**config.mk**
```make
export PLATFORM = sky130hd
export DESIGN_NAME = dxal_regs
export DESIGN_NICKNAME = d
export VERILOG_FILES = /design/src/logic/dxal_pkg.sv /design/src/logic/dxal_src_if.sv /design/src/logic/dxal_regs.sv /design/src/logic/dxal_chan_sel.sv
export VERILOG_INCLUDE_DIRS = /design/src /design/src/logic
export SDC_FILE = /design/constraint.sdc
export NUM_CORES = 1
export LEC_CHECK = 0
export ABC_AREA = 1
export BUFFER_PORTS_ARGS = -buffer_cell sky130_fd_sc_hd__buf_2
export CORE_ASPECT_RATIO = 1.4
export CORE_MARGIN = 2
export CORE_UTILIZATION = 40
export DETAILED_ROUTE_END_ITERATION = 12
export PLACE_DENSITY = 0.69
export SYNTH_ARGS = -nofsm -noshare
export SYNTH_HDL_FRONTEND = slang
export SYNTH_SLANG_ARGS = --single-unit
export TNS_END_PERCENT = 20
```
**constraint.sdc**
```tcl
create_clock -name clk_sys -period 1.5 [get_ports clk_sys]
set_input_delay 0.3 -clock clk_sys [delete_from_list [all_inputs] [get_ports clk_sys]]
set_output_delay 0.3 -clock clk_sys [all_outputs]
set_load 0.02 [all_outputs]
```
**src/logic/dxal_map.svh**
```systemverilog
// Purpose: register offsets, field positions, reset values of the X-bit/alarm latch slice
// Assumes: 8-bit microprocessor data, 6-bit address space of 64 locations
// Notes: offsets are byte locations on the microprocessor bus
`ifndef DXAL_MAP_SVH
`define DXAL_MAP_SVH
`define DXAL_ADDR_W 6
`define DXAL_DATA_W 8
`define DXAL_NCHAN 28
`define DXAL_NXBIT 7
`define DXAL_IDLE_BANKS 4
`define DXAL_OFF_CTRL 6'h02
`define DXAL_OFF_IDLE0 6'h11
`define DXAL_OFF_RXX 6'h15
`define DXAL_OFF_TXX 6'h16
`define DXAL_OFF_LATCH 6'h17
`define DXAL_OFF_LOOP 6'h1E
`define DXAL_IDLE_CODE_SEL_HI_BIT 1
`define DXAL_IDLE_CODE_SEL_LO_BIT 0
`define DXAL_TXX_RESET 8'h7F
`define DXAL_LATCH_OFF 8'h03
`define DXAL_RESERVED_TOP 7
`endif

```
**src/logic/dxal_pkg.sv**
```systemverilog
// Purpose: types shared by the X-bit/alarm latch slice
// Assumes: nothing beyond the map header
// Notes: source selection per DS1 channel
package dxal_pkg;
    typedef enum {
        DXAL_SRC_LEADS,
        DXAL_SRC_IDLE,
        DXAL_SRC_LOOP
    } dxal_src_t;
    typedef logic [7:0] dxal_byte_t;
    typedef logic [1:0] dxal_idle_code_t;
endpackage

```
**src/logic/dxal_src_if.sv**
```systemverilog
// Purpose: carries per-channel source controls between the register bank and the selector
// Assumes: one clock domain
// Notes: bank drives, selector listens
`timescale 1ns/1ps
`include "dxal_map.svh"
interface dxal_src_if;
    logic [`DXAL_NCHAN-1:0] chan_idle_select;
    logic [`DXAL_NCHAN-1:0] loop_pending;
    logic [1:0] idle_code;
    modport bank (output chan_idle_select, output loop_pending, output idle_code);
    modport sel (input chan_idle_select, input loop_pending, input idle_code);
endinterface

```
**src/logic/dxal_regs.sv**
```systemverilog
// Purpose: DS2 X-bit status/control, DS1 idle/loop source control, latched receive alarms
// Assumes: synchronous microprocessor strobes, one cycle each, on clk_sys
// Notes: a read of the latched alarm location clears it after the data is captured
// Contract
// idle-select 1 and no loop code sends the idle pattern chosen by code bits.
// idle-select 1 with loop code pending loops receive DS1 to transmit.
// idle-select 0 takes transmit data and clock from the channel leads.
// software ignores the reserved top bit of received X-bit status.
// low seven bits of received X-bit status show current received DS2 X-bits.
// software writes zero to reserved top bit of transmit X-bit control.
// low seven transmit X-bit control bits are inserted as DS2 X-bits.
// software normally programs transmitted X-bits to 1 for no alarm.
// latched alarm bits mirror live status but latch on when alarm occurs.
// bits 1 and 0 latch inverted DS3 X-bits, latched-on reads as 0.
// a read returns latched values then returns all bits to off.
// an alarm still present after a clearing read sets its bit again.
`timescale 1ns/1ps
`include "dxal_map.svh"
module dxal_regs #(
    parameter int NCHAN = `DXAL_NCHAN,
    parameter int NXBIT = `DXAL_NXBIT
) (
    // clock and reset
    input wire logic clk_sys,
    input wire logic resetn,
    // microprocessor bus
    input wire logic [`DXAL_ADDR_W-1:0] cpu_addr,
    input wire logic [`DXAL_DATA_W-1:0] cpu_wdata,
    input wire logic cpu_wr,
    input wire logic cpu_rd,
    output dxal_pkg::dxal_byte_t cpu_rdata,
    output logic cpu_rvalid,
    // live status from framers
    input wire logic [NXBIT-1:0] rx_ds2_xbit,
    input wire dxal_pkg::dxal_byte_t live_rx_alarms,
    // ds2 transmit X-bits
    output logic [NXBIT-1:0] tx_ds2_xbit,
    // ds1 channel sources
    input wire logic [NCHAN-1:0] chan_tx_data_in,
    input wire logic [NCHAN-1:0] chan_tx_clock_in,
    input wire logic [NCHAN-1:0] rx_ds1_data,
    input wire logic [NCHAN-1:0] rx_ds1_clock,
    input wire logic [3:0] idle_pattern,
    output logic [NCHAN-1:0] ds1_tx_data,
    output logic [NCHAN-1:0] ds1_tx_clock,
    output logic [NCHAN-1:0] ds1_tx_is_idle
);
    import dxal_pkg::*;

    // locations served here, all others read 00 and ignore writes:
    //   02 idle code, bits 1..0
    //   11..14 idle-select banks of seven channels, bit 7 unused
    //   15 received DS2 X-bits, read only, top bit reads 0
    //   16 transmitted DS2 X-bits, top bit kept 0
    //   17 latched receive alarms, cleared by a read
    //   1E loop command, write only
    localparam int NBANK = `DXAL_IDLE_BANKS;

    dxal_src_if src_bus ();

    logic [NCHAN-1:0] chan_idle_select;
    logic [NCHAN-1:0] loop_pending;
    dxal_idle_code_t idle_code;
    dxal_byte_t tx_ds2_xbit_control;
    dxal_byte_t latched_rx_alarms;
    dxal_byte_t alarm_active;
    dxal_byte_t next_rdata;
    logic latch_read;
    logic [NCHAN-1:0] next_idle_select;

    // the selector sees the channel controls only through the interface
    assign src_bus.chan_idle_select = chan_idle_select;
    assign src_bus.loop_pending = loop_pending;
    assign src_bus.idle_code = idle_code;

    // idle select bits spread over banks of 7 channels at consecutive offsets
    always_comb begin
        next_idle_select = chan_idle_select;
        for (int b = 0; b < NBANK; b++) begin
            for (int i = 0; i < NXBIT; i++) begin
                if (cpu_wr && cpu_addr == `DXAL_OFF_IDLE0 + (`DXAL_ADDR_W)'(b)
                    && b * NXBIT + i < NCHAN) begin
                    next_idle_select[b * NXBIT + i] = cpu_wdata[i];
                end
            end
        end
    end

    always_ff @(posedge clk_sys or negedge resetn) begin
        if (!resetn) begin
            chan_idle_select <= '0;
        end else begin
            chan_idle_select <= next_idle_select;
        end
    end

    // loopback command: bit 7 connects, low bits name the channel
    always_ff @(posedge clk_sys or negedge resetn) begin
        if (!resetn) begin
            loop_pending <= '0;
        end else if (cpu_wr && cpu_addr == `DXAL_OFF_LOOP) begin
            for (int c = 0; c < NCHAN; c++) begin
                if (cpu_wdata[4:0] == 5'(c)) begin
                    loop_pending[c] <= cpu_wdata[7];
                end
            end
        end
    end

    always_ff @(posedge clk_sys or negedge resetn) begin
        if (!resetn) begin
            idle_code <= '0;
        end else if (cpu_wr && cpu_addr == `DXAL_OFF_CTRL) begin
            idle_code <= {cpu_wdata[`DXAL_IDLE_CODE_SEL_HI_BIT], cpu_wdata[`DXAL_IDLE_CODE_SEL_LO_BIT]};
        end
    end

    always_ff @(posedge clk_sys or negedge resetn) begin
        if (!resetn) begin
            tx_ds2_xbit_control <= `DXAL_TXX_RESET;
        end else if (cpu_wr && cpu_addr == `DXAL_OFF_TXX) begin
            // reserved top bit is held at 0 whatever software writes
            tx_ds2_xbit_control <= {1'b0, cpu_wdata[NXBIT-1:0]};
        end
    end

    // all ones from reset, so the far end sees X-bits off until software writes
    always_ff @(posedge clk_sys or negedge resetn) begin
        if (!resetn) begin
            tx_ds2_xbit <= '1;
        end else begin
            tx_ds2_xbit <= tx_ds2_xbit_control[NXBIT-1:0];
        end
    end

    // alarm condition per bit: bits 1..0 active when received X-bit is 0
    always_comb begin
        alarm_active = live_rx_alarms ^ `DXAL_LATCH_OFF;
    end

    assign latch_read = cpu_rd && cpu_addr == `DXAL_OFF_LATCH;

    // per alarm bit, active high inside: a read clears, a present alarm sets,
    // and the set wins so an alarm in the read cycle is not lost
    localparam dxal_byte_t OFF_MASK = `DXAL_LATCH_OFF;
    genvar ga;
    generate
        for (ga = 0; ga < `DXAL_DATA_W; ga++) begin : gen_alarm
            logic held;
            logic next_bit;
            assign held = (latched_rx_alarms[ga] ^ OFF_MASK[ga]) && !latch_read;
            assign next_bit = held || alarm_active[ga];
            always_ff @(posedge clk_sys or negedge resetn) begin
                if (!resetn) begin
                    latched_rx_alarms[ga] <= OFF_MASK[ga];
                end else begin
                    // bits 1..0 are kept inverted, so latched on reads 0
                    latched_rx_alarms[ga] <= next_bit ^ OFF_MASK[ga];
                end
            end
        end
    endgenerate

    // read image of each idle-select bank; positions past the last channel read 0
    logic [NBANK-1:0][`DXAL_DATA_W-1:0] bank_image;
    genvar gb;
    genvar gi;
    generate
        for (gb = 0; gb < NBANK; gb++) begin : gen_bank
            for (gi = 0; gi < `DXAL_DATA_W; gi++) begin : gen_pos
                if (gi < NXBIT && gb * NXBIT + gi < NCHAN) begin : gen_used
                    assign bank_image[gb][gi] = chan_idle_select[gb * NXBIT + gi];
                end else begin : gen_spare
                    assign bank_image[gb][gi] = 1'b0;
                end
            end
        end
    endgenerate

    always_comb begin
        case (cpu_addr)
            `DXAL_OFF_RXX: next_rdata = {1'b0, rx_ds2_xbit};
            `DXAL_OFF_TXX: next_rdata = tx_ds2_xbit_control;
            `DXAL_OFF_LATCH: next_rdata = latched_rx_alarms;
            `DXAL_OFF_CTRL: next_rdata = {6'h00, idle_code};
            default: next_rdata = 8'h00;
        endcase
        for (int b = 0; b < NBANK; b++) begin
            if (cpu_addr == `DXAL_OFF_IDLE0 + (`DXAL_ADDR_W)'(b)) begin
                next_rdata = bank_image[b];
            end
        end
    end

    // read data stays until the next read, so a slow host may take it late
    always_ff @(posedge clk_sys or negedge resetn) begin
        if (!resetn) begin
            cpu_rdata <= 8'h00;
            cpu_rvalid <= 1'b0;
        end else begin
            cpu_rvalid <= cpu_rd;
            if (cpu_rd) begin
                cpu_rdata <= next_rdata;
            end
        end
    end

    // source selection per channel, registered inside the selector
    dxal_chan_sel #(
        .NCHAN(NCHAN)
    ) u_sel (
        .clk_sys(clk_sys),
        .resetn(resetn),
        .ctl(src_bus.sel),
        .chan_tx_data_in(chan_tx_data_in),
        .chan_tx_clock_in(chan_tx_clock_in),
        .rx_ds1_data(rx_ds1_data),
        .rx_ds1_clock(rx_ds1_clock),
        .idle_pattern(idle_pattern),
        .ds1_tx_data(ds1_tx_data),
        .ds1_tx_clock(ds1_tx_clock),
        .ds1_tx_is_idle(ds1_tx_is_idle)
    );
endmodule

```
**src/logic/dxal_chan_sel.sv**
```systemverilog
// Purpose: per-channel DS1 transmit source selection and registered outputs
// Assumes: loopback data and transmit leads are synchronous to clk_sys
// Notes: idle pattern bits are supplied by the idle generator outside
`timescale 1ns/1ps
`include "dxal_map.svh"
module dxal_chan_sel #(
    parameter int NCHAN = `DXAL_NCHAN
) (
    // clock and reset
    input wire logic clk_sys,
    input wire logic resetn,
    // controls
    dxal_src_if.sel ctl,
    // data sources
    input wire logic [NCHAN-1:0] chan_tx_data_in,
    input wire logic [NCHAN-1:0] chan_tx_clock_in,
    input wire logic [NCHAN-1:0] rx_ds1_data,
    input wire logic [NCHAN-1:0] rx_ds1_clock,
    input wire logic [3:0] idle_pattern,
    // selected stream
    output logic [NCHAN-1:0] ds1_tx_data,
    output logic [NCHAN-1:0] ds1_tx_clock,
    output logic [NCHAN-1:0] ds1_tx_is_idle
);
    import dxal_pkg::*;
    genvar g;
    generate
        for (g = 0; g < NCHAN; g++) begin : gen_chan
            dxal_src_t src;
            always_comb begin
                if (!ctl.chan_idle_select[g]) begin
                    src = DXAL_SRC_LEADS;
                end else if (ctl.loop_pending[g]) begin
                    src = DXAL_SRC_LOOP;
                end else begin
                    src = DXAL_SRC_IDLE;
                end
            end
            always_ff @(posedge clk_sys or negedge resetn) begin
                if (!resetn) begin
                    ds1_tx_data[g] <= 1'b0;
                    ds1_tx_clock[g] <= 1'b0;
                    ds1_tx_is_idle[g] <= 1'b0;
                end else begin
                    case (src)
                        DXAL_SRC_LEADS: begin
                            ds1_tx_data[g] <= chan_tx_data_in[g];
                            ds1_tx_clock[g] <= chan_tx_clock_in[g];
                            ds1_tx_is_idle[g] <= 1'b0;
                        end
                        DXAL_SRC_LOOP: begin
                            ds1_tx_data[g] <= rx_ds1_data[g];
                            ds1_tx_clock[g] <= rx_ds1_clock[g];
                            ds1_tx_is_idle[g] <= 1'b0;
                        end
                        DXAL_SRC_IDLE: begin
                            ds1_tx_data[g] <= idle_pattern[ctl.idle_code];
                            ds1_tx_clock[g] <= chan_tx_clock_in[g];
                            ds1_tx_is_idle[g] <= 1'b1;
                        end
                        default: begin
                            ds1_tx_data[g] <= 1'b0;
                            ds1_tx_clock[g] <= 1'b0;
                            ds1_tx_is_idle[g] <= 1'b0;
                        end
                    endcase
                end
            end
        end
    endgenerate
endmodule

```
After elaboration in Yosys (flattened, before gate mapping)

Cells that the tools add are included.

Flip-flop bits (word level): 173
Latch bits: 0
Bits in writable memories: 0
ROM bits: 0
Output and inout port bits: 100
Memories kept: 0

$add $sub $neg: 0
Multipliers: 0
Divide/modulo/power cells: 0
$lt $le $gt $ge: 1
Eq/ne operators: 92
Shifts and indexed selects: 0
Muxes and demuxes: 147
Bitwise operators: 5
Reductions and logical operators: 110

Operator list:

| operator                                                                     | number |
|---|---|
| 32-bit zero test                                                             | 28 |
| 32-bit by 1-bit equality test with 1-bit output, second input constant       | 27 |
| 32-bit by 2-bit equality test with 1-bit output, second input constant       | 27 |
| 32-bit two-way mux                                                           | 25 |
| 1-bit one-hot mux with 3 select lines                                        | 28 |
| 2-bit two-way mux                                                            | 31 |
| 5-bit equality test, second input constant                                   | 12 |
| 1-bit one-hot mux with 2 select lines                                        | 28 |
| 2-bit AND reduction                                                          | 28 |
| 2-bit OR reduction                                                           | 28 |
| 6-bit by 5-bit equality test with 1-bit output, second input constant        | 8 |
| 5-bit by 4-bit equality test with 1-bit output, second input constant        | 8 |
| 8-bit two-way mux                                                            | 4 |
| 8-bit one-hot mux with 4 select lines                                        | 1 |
| 1-bit two-way mux                                                            | 29 |
| 5-bit by 3-bit equality test with 1-bit output, second input constant        | 4 |
| 1-bit logical AND                                                            | 16 |
| 5-bit by 2-bit equality test with 1-bit output, second input constant        | 2 |
| 1-bit logical OR                                                             | 8 |
| 6-bit by 2-bit equality test with 1-bit output, second input constant        | 1 |
| 5-bit by 1-bit equality test with 1-bit output, second input constant        | 1 |
| 5-bit zero test                                                              | 1 |
| 1-bit inverter                                                               | 4 |
| 2-bit by 3-bit less-than comparator with 1-bit output, second input constant | 1 |
| 5 further kinds                                                              | 5 |

Depth between registers and ports, before layout

Gate-level depths: netlist of run 1.

Depth after elaboration: 6
Gate-level depth with buffers: 10

By module

From an unflattened synthesis of run 1, not the netlist that was laid out.

Cells, all modules: 869
Area, all modules: 7704.9 µm²

By module, submodules not included:

| module        | instances | cells each | area each (µm²) | seq. area each (µm²) |
|---|---|---|---|---|
| dxal_regs     | 1         | 465        | 4126.5          | 2247.2 |
| dxal_chan_sel | 1         | 404        | 3578.4          | 2102.0 |

Worst setup path before layout of run 1

No wires, ideal clock.

Kind: input port to flip-flop
From: input port cpu_addr[0]
To: register chan_idle_select[4]
Library setup time: 0.136 ns
Arrival: 1.208 ns
Required time: 1.364 ns
Setup slack: 0.156 ns
Cell stages on the path: 8
Buffers on the path: 1
Path through: inv_1 nor2_1 inv_1 nor3_4 nand2_4 buf_6 nand2_1 o21ai_0

Longest elaborated chain between the ends: 2

Ends and longest elaborated chain:

| element                                        | RTL line        | RTL |
|---|---|---|
| start: declaration                             | dxal_regs.sv:27 | `` input wire logic [`DXAL_ADDR_W-1:0] cpu_addr, `` |
| 6-bit by 5-bit equality test with 1-bit output | dxal_regs.sv:81 | `` if (cpu_wr && cpu_addr == `DXAL_OFF_IDLE0 + (`DXAL_ADDR_W)'(b) `` |
| 1-bit logical AND                              | dxal_regs.sv:81 |  |
| end signal: assignment                         | dxal_regs.sv:93 | `chan_idle_select <= next_idle_select;` |
| end: declaration                               | dxal_regs.sv:61 | `logic [NCHAN-1:0] chan_idle_select;` |

Every way passes these cells.
A chain may end at the register's enable or synchronous reset.

Worst setup path after layout of run 1

From: register tx_ds2_xbit[1]
To: output port tx_ds2_xbit[1]

RTL lines:

| element                  | RTL line         | RTL |
|---|---|---|
| start: declaration       | dxal_regs.sv:37  | `output logic [NXBIT-1:0] tx_ds2_xbit,` |
| start signal: assignment | dxal_regs.sv:132 | `tx_ds2_xbit <= tx_ds2_xbit_control[NXBIT-1:0];` |

No word-level cell between the ends.

==> summary.txt, run 1 <==
Run status
  • Run status: completed

Detailed routing
  • Vias: roughly 6500
  • DR DRC count: 0
  • Pre-Repair DR Iteration Count: 5
  • Wire per inst: 15.1 um
  • Initial DRC count: 469
  • Post-DRT Antenna Nets: 0
  • Via density: ~4.7
  • Total Wirelength: 21000 um

Synth
  • Seq cells post-synth: ~170
  • Post-Syn Area: 0.00724 mm^2
  • Synth Net Count: 990
  • Synth Area per Inst: 8.60 um^2
  • Library cells used by synthesis: 26
  • Synth Flop Type: dfrtp_1
  • FFs w/ async S/R, synth: 100%
  • Synth Instances: 841
  • Syn. warnings: 0
  • Seq/Total Area, Yosys: about three fifths
  • EDFF count, synth: 0

Power
  • Combinational power share: 15.0%
  • Int Power: 8440 uW
  • PwrDens: ~1200 mW/mm^2
  • Total power: 11600 uW
  • P_leak: 0.00523 uW
  • Clock power frac: 39.1%
  • Sw frac: 27.6%
  • Sw power: 3210 uW
  • VDD IR max: 637 uV
  • Reg power frac: 46.0%

Final layout
  • Commonest non-fill, non-tap cell in the layout: nand2_1
  • Share of post-route cells with drive strength above 1: 30.5%
  • Area Growth Syn to Fin: 34.5%
  • Final net count: 1289
  • Ant diodes: 0
  • Most frequent cells in the layout: 277 x nand2_1, 247 x buf_2, 157 x dfrtp_1
  • Fillers: 1706

Placement
  • # port buffers: 248
  • Dpl ws: -74.0 ps
  • Post-DP HPWL: 16300 um
  • RD Place Congestion: approximately 0.89

Floorplan
  • Die width: about 120 um
  • Die H: 163 um
  • Initial Util: 40.5%
  • Num rows: 58
  • Core Region: 0.0179 mm^2
  • Io pins: 249
  • Area of the die: 0.0192 mm^2

CTS
  • Worst skew pair latency: approximately 440 ps
  • H-tree depth: 4
  • CTS root buffer: clkbuf_16
  • Num CTS Buffers: 17
  • Post-CTS sizing: 0
  • Clock slew at reported path FFs: ~60 ps
  • Clk buf depth: 2
  • Hold buffers post-CTS: 1
  • Number of setup buffers added after CTS: 0
  • CTS tree: yes
  • Clock tree sinks: 173

STA
  • Fmax: 704 MHz
  • Min cycle time layout: about 1400 ps
  • Final hold violations: 0
  • Skew final: 10.0 ps
  • Final setup viols: 0
  • Hold Slack: roughly 32 ps
  • RSZ-0062 raised after global routing: no
  • Fin crit share: 94.7%
  • Total negative setup slack: 0 ps
  • Actual slew at the worst max-slew pin: 780 ps
  • Slew margin rel.: 47.7%
  • Final worst slack: 79.0 ps
  • Max-slew violations: 0

Global route
  • Gr usage total: between 20% and 30%
  • First-pass GRT wire length: 32700 um
  • Global route overflow: 0
  • Vias in the first global route: 6341
  • Pin count of the biggest net entering global routing: 46
  • Initial antenna violation count: 0

Critical path
  • Worst Setup Start Kind: register
  • Worst path cell trace: buf_2
  • WS Path Type: reg2out
  • CP max stage delay: 530 ps
  • CP endpoint kind: output pin
  • Worst Path Arrival: 1120 ps
  • CP max stage cell: dfstp_2
  • Crit-path max FO: 1
  • CP required: between 1000 and 1500 ps
  • WP buf/inv: 1
  • Delay-heaviest family, CP: flip-flops

Run
  • MaxCap Viol Count: 0

Hold path
  • Worst Hold Class: in2reg
-- kinds of logic after synthesis --
family | after synthesis | share of synthesized area, %
AND/OR/NAND/NOR | 470 | 27.1
flip-flops | 173 | 60.1
buffers and inverters | 100 | 5.43
AO/OA/AOI/OAI | 98 | 7.35
-- worst reg2reg max path, cell delays in order (launching register included) --
cell and delay, ps:
dfrtp_1 420, inv_1 90, nand2_1 60, a32oi_2 190
buf_4 270, nand2_1 90, nand3_1 70
-- path summary, 6_finish.rpt --
kind / startpoint / to / slack, ps / depth (start not counted)
max: tx_ds2_xbit[1] / tx_ds2_xbit[1] / 80 / 1
min: cpu_rd / cpu_rvalid / 30 / 1
max reg2reg: idle_code[0] / u_sel.ds1_tx_data[27] / 240 / 6
min reg2reg: tx_ds2_xbit_control[6] / tx_ds2_xbit[6] / 370 / 0
max in group asynchronous: resetn / latched_rx_alarms[1] / 590 / 3
min in group asynchronous: resetn / latched_rx_alarms[6] / 340 / 2
-- sequential cells by signal, summed over array words and instances, names as in the netlist --
| register | flops |
|---|---|
| cpu_rdata | 8 |
| u_sel.ds1_tx_data | 28 |
| cpu_rvalid | 1 |
| latched_rx_alarms | 8 |
| idle_code | 2 |
| u_sel.ds1_tx_clock | 28 |
| tx_ds2_xbit | 7 |
| chan_idle_select | 28 |
| tx_ds2_xbit_control | 7 |
| u_sel.ds1_tx_is_idle | 28 |
| loop_pending | 28 |
-- synth_stat cells, types with 3 or more instances --
library cell / number / share of area [%]
nand2_1: 277 / 14
dfrtp_1: 157 / 54
nor2_1: 92 / 4.8
inv_1: 81 / 4.2
nand3_1: 70 / 4.8
o21ai_0: 46 / 3.2
a21oi_1: 28 / 1.9
nand4_1: 18 / 1.6
dfstp_2: 16 / 5.8
a31oi_1: 8 / 0.69
clkbuf_1: 8 / 0.42
o21ai_1: 7 / 0.48
a21o_1: 6 / 0.62
buf_2: 5 / 0.35
nor2_4: 4 / 0.62
nor2_2: 3 / 0.26
-- final cells by class --
type                            count  area (um^2)  share of cell area (%)
Multi-Input combinational cell    568         2490                    25.6
Clock buffer                       23          468                    4.81
Tap cell                          240          300                    3.08
Timing Repair Buffer              295         1670                    17.1
Sequential cell                   173         4350                    44.7
Clock inverter                      9          136                    1.40
Inverter                           85          319                    3.28
-- layer usage --
layer | share of wire [%] | up-vias | track usage (%) | wire length, um
met5 | 0 | - | 0 | 0
met4 | 2.2 | 0 | 8.71 | 470
met3 | 5.2 | 33 | 5.10 | 1090
met2 | 52 | 215 | 39.4 | 10900
met1 | 41 | 3006 | 25.8 | 8520
li1 | - | 3273 | - | -
-- power groups by stage --
stage               combinational, uW  clock [uW]  sequential (uW)
CTS                              1760        4620             5360
global placement                 1730           0             5440
global route                     1920        4830             5400
finish                           1740        4550             5350
detailed placement               1760           0             5440
floorplan                         529           0             5730
-- through the flow --
step / instance area, um^2 / utilization, % / cells
2_1_floorplan: 7240 / - / 841
3_3_place_gp: 9120 / 51.1 / 1360
3_5_place_dp: 9120 / 51.1 / 1360
4_1_cts: 9730 / 54.5 / 1393
5_1_grt: 9730 / 54.5 / 1393
6_report: 9730 / 54.5 / 1393
Power figures use the tool's default switching activity.
==> run 2: changes to the inputs <==
--- a/config.mk
+++ b/config.mk
@@ -12,7 +12,7 @@
 export CORE_MARGIN = 2
 export CORE_UTILIZATION = 40
 export DETAILED_ROUTE_END_ITERATION = 12
-export PLACE_DENSITY = 0.69
+export PLACE_DENSITY = 0.68
 export SYNTH_ARGS = -nofsm -noshare
 export SYNTH_HDL_FRONTEND = slang
 export SYNTH_SLANG_ARGS = --single-unit
==> run 2 against run 1 <==
  * Critical path depth unchanged
  * Sequential cell count unchanged
  * Worst setup slack better by 7.1 ps
  * Via count is 1.3% higher
  * Cell count decreased by 0.14%
  * Clock power decreased by 2%
  * First-iteration DRC count is 4.3% lower
  * Register-to-register slack barely moved
  * Non-clock buffer count shrank 2
  * Die area stayed put
  * Largest power group unchanged
==> summary.txt, run 2 (synthesized netlist as in run 1, its figures left out) <==
Detailed routing
  • DR DRC count: 0 (unchanged)
  • Wire per inst: 15.0 um (-0.39%)
  • Post-DRT Antenna Nets: 0 (unchanged)
  • Total Wirelength: 20900 um (-0.53%)
  • Via density: 4.75 (+1.4%)
  • Initial DRC count: 449 (-4.3%)
  • Vias: 6612 (+1.3%)
  • Pre-Repair DR Iteration Count: 5 (unchanged)

CTS
  • H-tree depth: 4 (unchanged)
  • CTS tree: yes
  • Clk buf depth: 2 (unchanged)
  • Clock slew at reported path FFs: 70 ps (about the same)
  • Num CTS Buffers: 17 (unchanged)
  • Worst skew pair latency: 420 ps (-20 ps)
  • CTS root buffer: clkbuf_16
  • Number of setup buffers added after CTS: 0 (unchanged)
  • Post-CTS sizing: 0 (unchanged)
  • Clock tree sinks: 173 (unchanged)

STA
  • Skew final: 5.34 ps (-4.68 ps)
  • Final setup viols: 0 (unchanged)
  • Fin crit share: 94.3% (-0.47 points)
  • Slew margin rel.: 50.0% (+2.3 points)
  • Final worst slack: 86.1 ps (+7.06 ps)
  • Max-slew violations: 0 (unchanged)
  • RSZ-0062 raised after global routing: no
  • Hold Slack: 42.7 ps (+10.6 ps)
  • Actual slew at the worst max-slew pin: 746 ps (-33.9 ps)
  • Final hold violations: 0 (unchanged)
  • Fmax: 707 MHz (+0.50%)
  • Min cycle time layout: 1410 ps (-7.06 ps)

Run status
  • Run status: completed

Critical path
  • CP required: 1200 ps (about the same)
  • Worst Setup Start Kind: register
  • FF-to-FF path depth: 6 (unchanged)
  • CP max stage cell: dfstp_2
  • Delay-heaviest family, CP: flip-flops
  • WS Path Type: reg2out
  • Reg-to-Reg Start: idle_code[0]
  • CP endpoint kind: output pin
  • Worst path cell trace: buf_2
  • CP max stage delay: 530 ps (about the same)
  • Crit-path max FO: 1 (unchanged)
  • Reg-to-Reg End: u_sel.ds1_tx_data[19]
  • WP buf/inv: 1 (unchanged)
  • Flop2flop setup slack: 250 ps (about the same)
  • Worst Path Arrival: 1110 ps (about the same)

Placement
  • Dpl ws: -72.1 ps (+1.83 ps)
  • RD Place Congestion: 0.884 (-0.20%)
  • Post-DP HPWL: 16200 um (-0.47%)
  • # port buffers: 248 (unchanged)
  • Placed cell areas: 0.00909 mm^2 (-0.30%)

Global route
  • Initial antenna violation count: 0 (unchanged)
  • Global route overflow: 0 (unchanged)
  • Gr usage total: 22.2% (+0.061 points)
  • Pin count of the biggest net entering global routing: 50 (+8.7%)
  • First-pass GRT wire length: 32900 um (+0.68%)
  • Vias in the first global route: 6445 (+1.6%)

Power
  • PwrDens: 1190 mW/mm^2 (-0.32%)
  • Clock power frac: 38.7% (-0.4 points)
  • VDD IR max: 730 uV (+15%)
  • Reg power frac: 46.3% (+0.3 points)
  • P_leak: 0.00522 uW (-0.24%)
  • Sw power: 3230 uW (+0.64%)
  • Sw frac: 27.9% (+0.37 points)
  • Int Power: 8340 uW (-1.2%)
  • Combinational power share: 15.0% (about the same)

Final layout
  • Most frequent cells in the layout: 277 x nand2_1, 247 x buf_2, 157 x dfrtp_1
  • Share of post-route cells with drive strength above 1: 30.8% (+0.23 points)
  • Commonest non-fill, non-tap cell in the layout: nand2_1
  • Area Growth Syn to Fin: 34.0%
  • Final net count: 1287 (-0.16%)
  • Final Util: 54.3% (-0.20 points)
  • Ant diodes: 0 (unchanged)
  • Design area: 0.00970 mm^2 (-0.36%)

Hold path
  • Worst Hold Class: in2reg
  • Hold worst-path end: cpu_rvalid
  • Hold Startpoint: cpu_rd
  • Worst Hold Depth: 1 (unchanged)

Floorplan
  • Die width: 118 um (unchanged)
  • Io pins: 249 (unchanged)
  • Core Region: 0.0179 mm^2 (unchanged)
  • Area of the die: 0.0192 mm^2 (unchanged)
  • Die H: 163 um (unchanged)
  • Num rows: 58 (unchanged)
  • Initial Util: 40.5% (unchanged)

Run
  • MaxCap Viol Count: 0 (unchanged)
-- run 2: repair_timing --
| action | in CTS | in global routing |
|---|---|---|
| setup endpoints to repair | 0 | 0 |
| endpoints found under the hold margin | 19 | 0 |
| hold buffers | 1 | 0 |
-- run 2: worst max path at each step --
stage              startpoint             endpoint  cells past startpoint
3_3_place_gp      cpu_addr[4]     loop_pending[22]                     10
5_1_grt        tx_ds2_xbit[3]       tx_ds2_xbit[3]                      1
3_5_place_dp      cpu_addr[4]     loop_pending[22]                     10
2_1_floorplan     cpu_addr[0]  chan_idle_select[4]                      8
6_report       tx_ds2_xbit[1]       tx_ds2_xbit[1]                      1
4_1_cts        tx_ds2_xbit[0]       tx_ds2_xbit[0]                      1
-- run 2: layout make-up --
type	count	area, um^2
Clock buffer	17	425
Fill cell	1736	8150
Tap cell	240	300
Inverter	85	319
Multi-Input combinational cell	568	2490
Timing Repair Buffer	293	1640
Sequential cell	173	4350
Clock inverter	15	171
-- run 2: per-stage QoR --
step           std cells  TNS (ps)  total power, uW
2_1_floorplan        841         0             6260
3_3_place_gp        1358      -476             7170
3_5_place_dp        1358     -1640             7200
4_1_cts             1391         0            11700
5_1_grt             1391         0            12100
6_report            1391         0            11600
-- run 2: power by group through the flow --
stage | Clock (uW) | Combinational [uW] | Sequential, uW
3_5_place_dp | 0 | 1760 | 5440
6_report | 4470 | 1740 | 5360
3_3_place_gp | 0 | 1730 | 5440
2_1_floorplan | 0 | 529 | 5730
5_1_grt | 4760 | 1910 | 5410
4_1_cts | 4550 | 1760 | 5360
-- run 2: routing by layer --
layer  routed length (um)  part of all wire [%]  track usage, %
met4                  633                   3.0            9.58
met1                 8220                    39            25.5
met3                 1060                   5.1            4.85
met5                    0                     0               0
met2                10900                    52            39.7
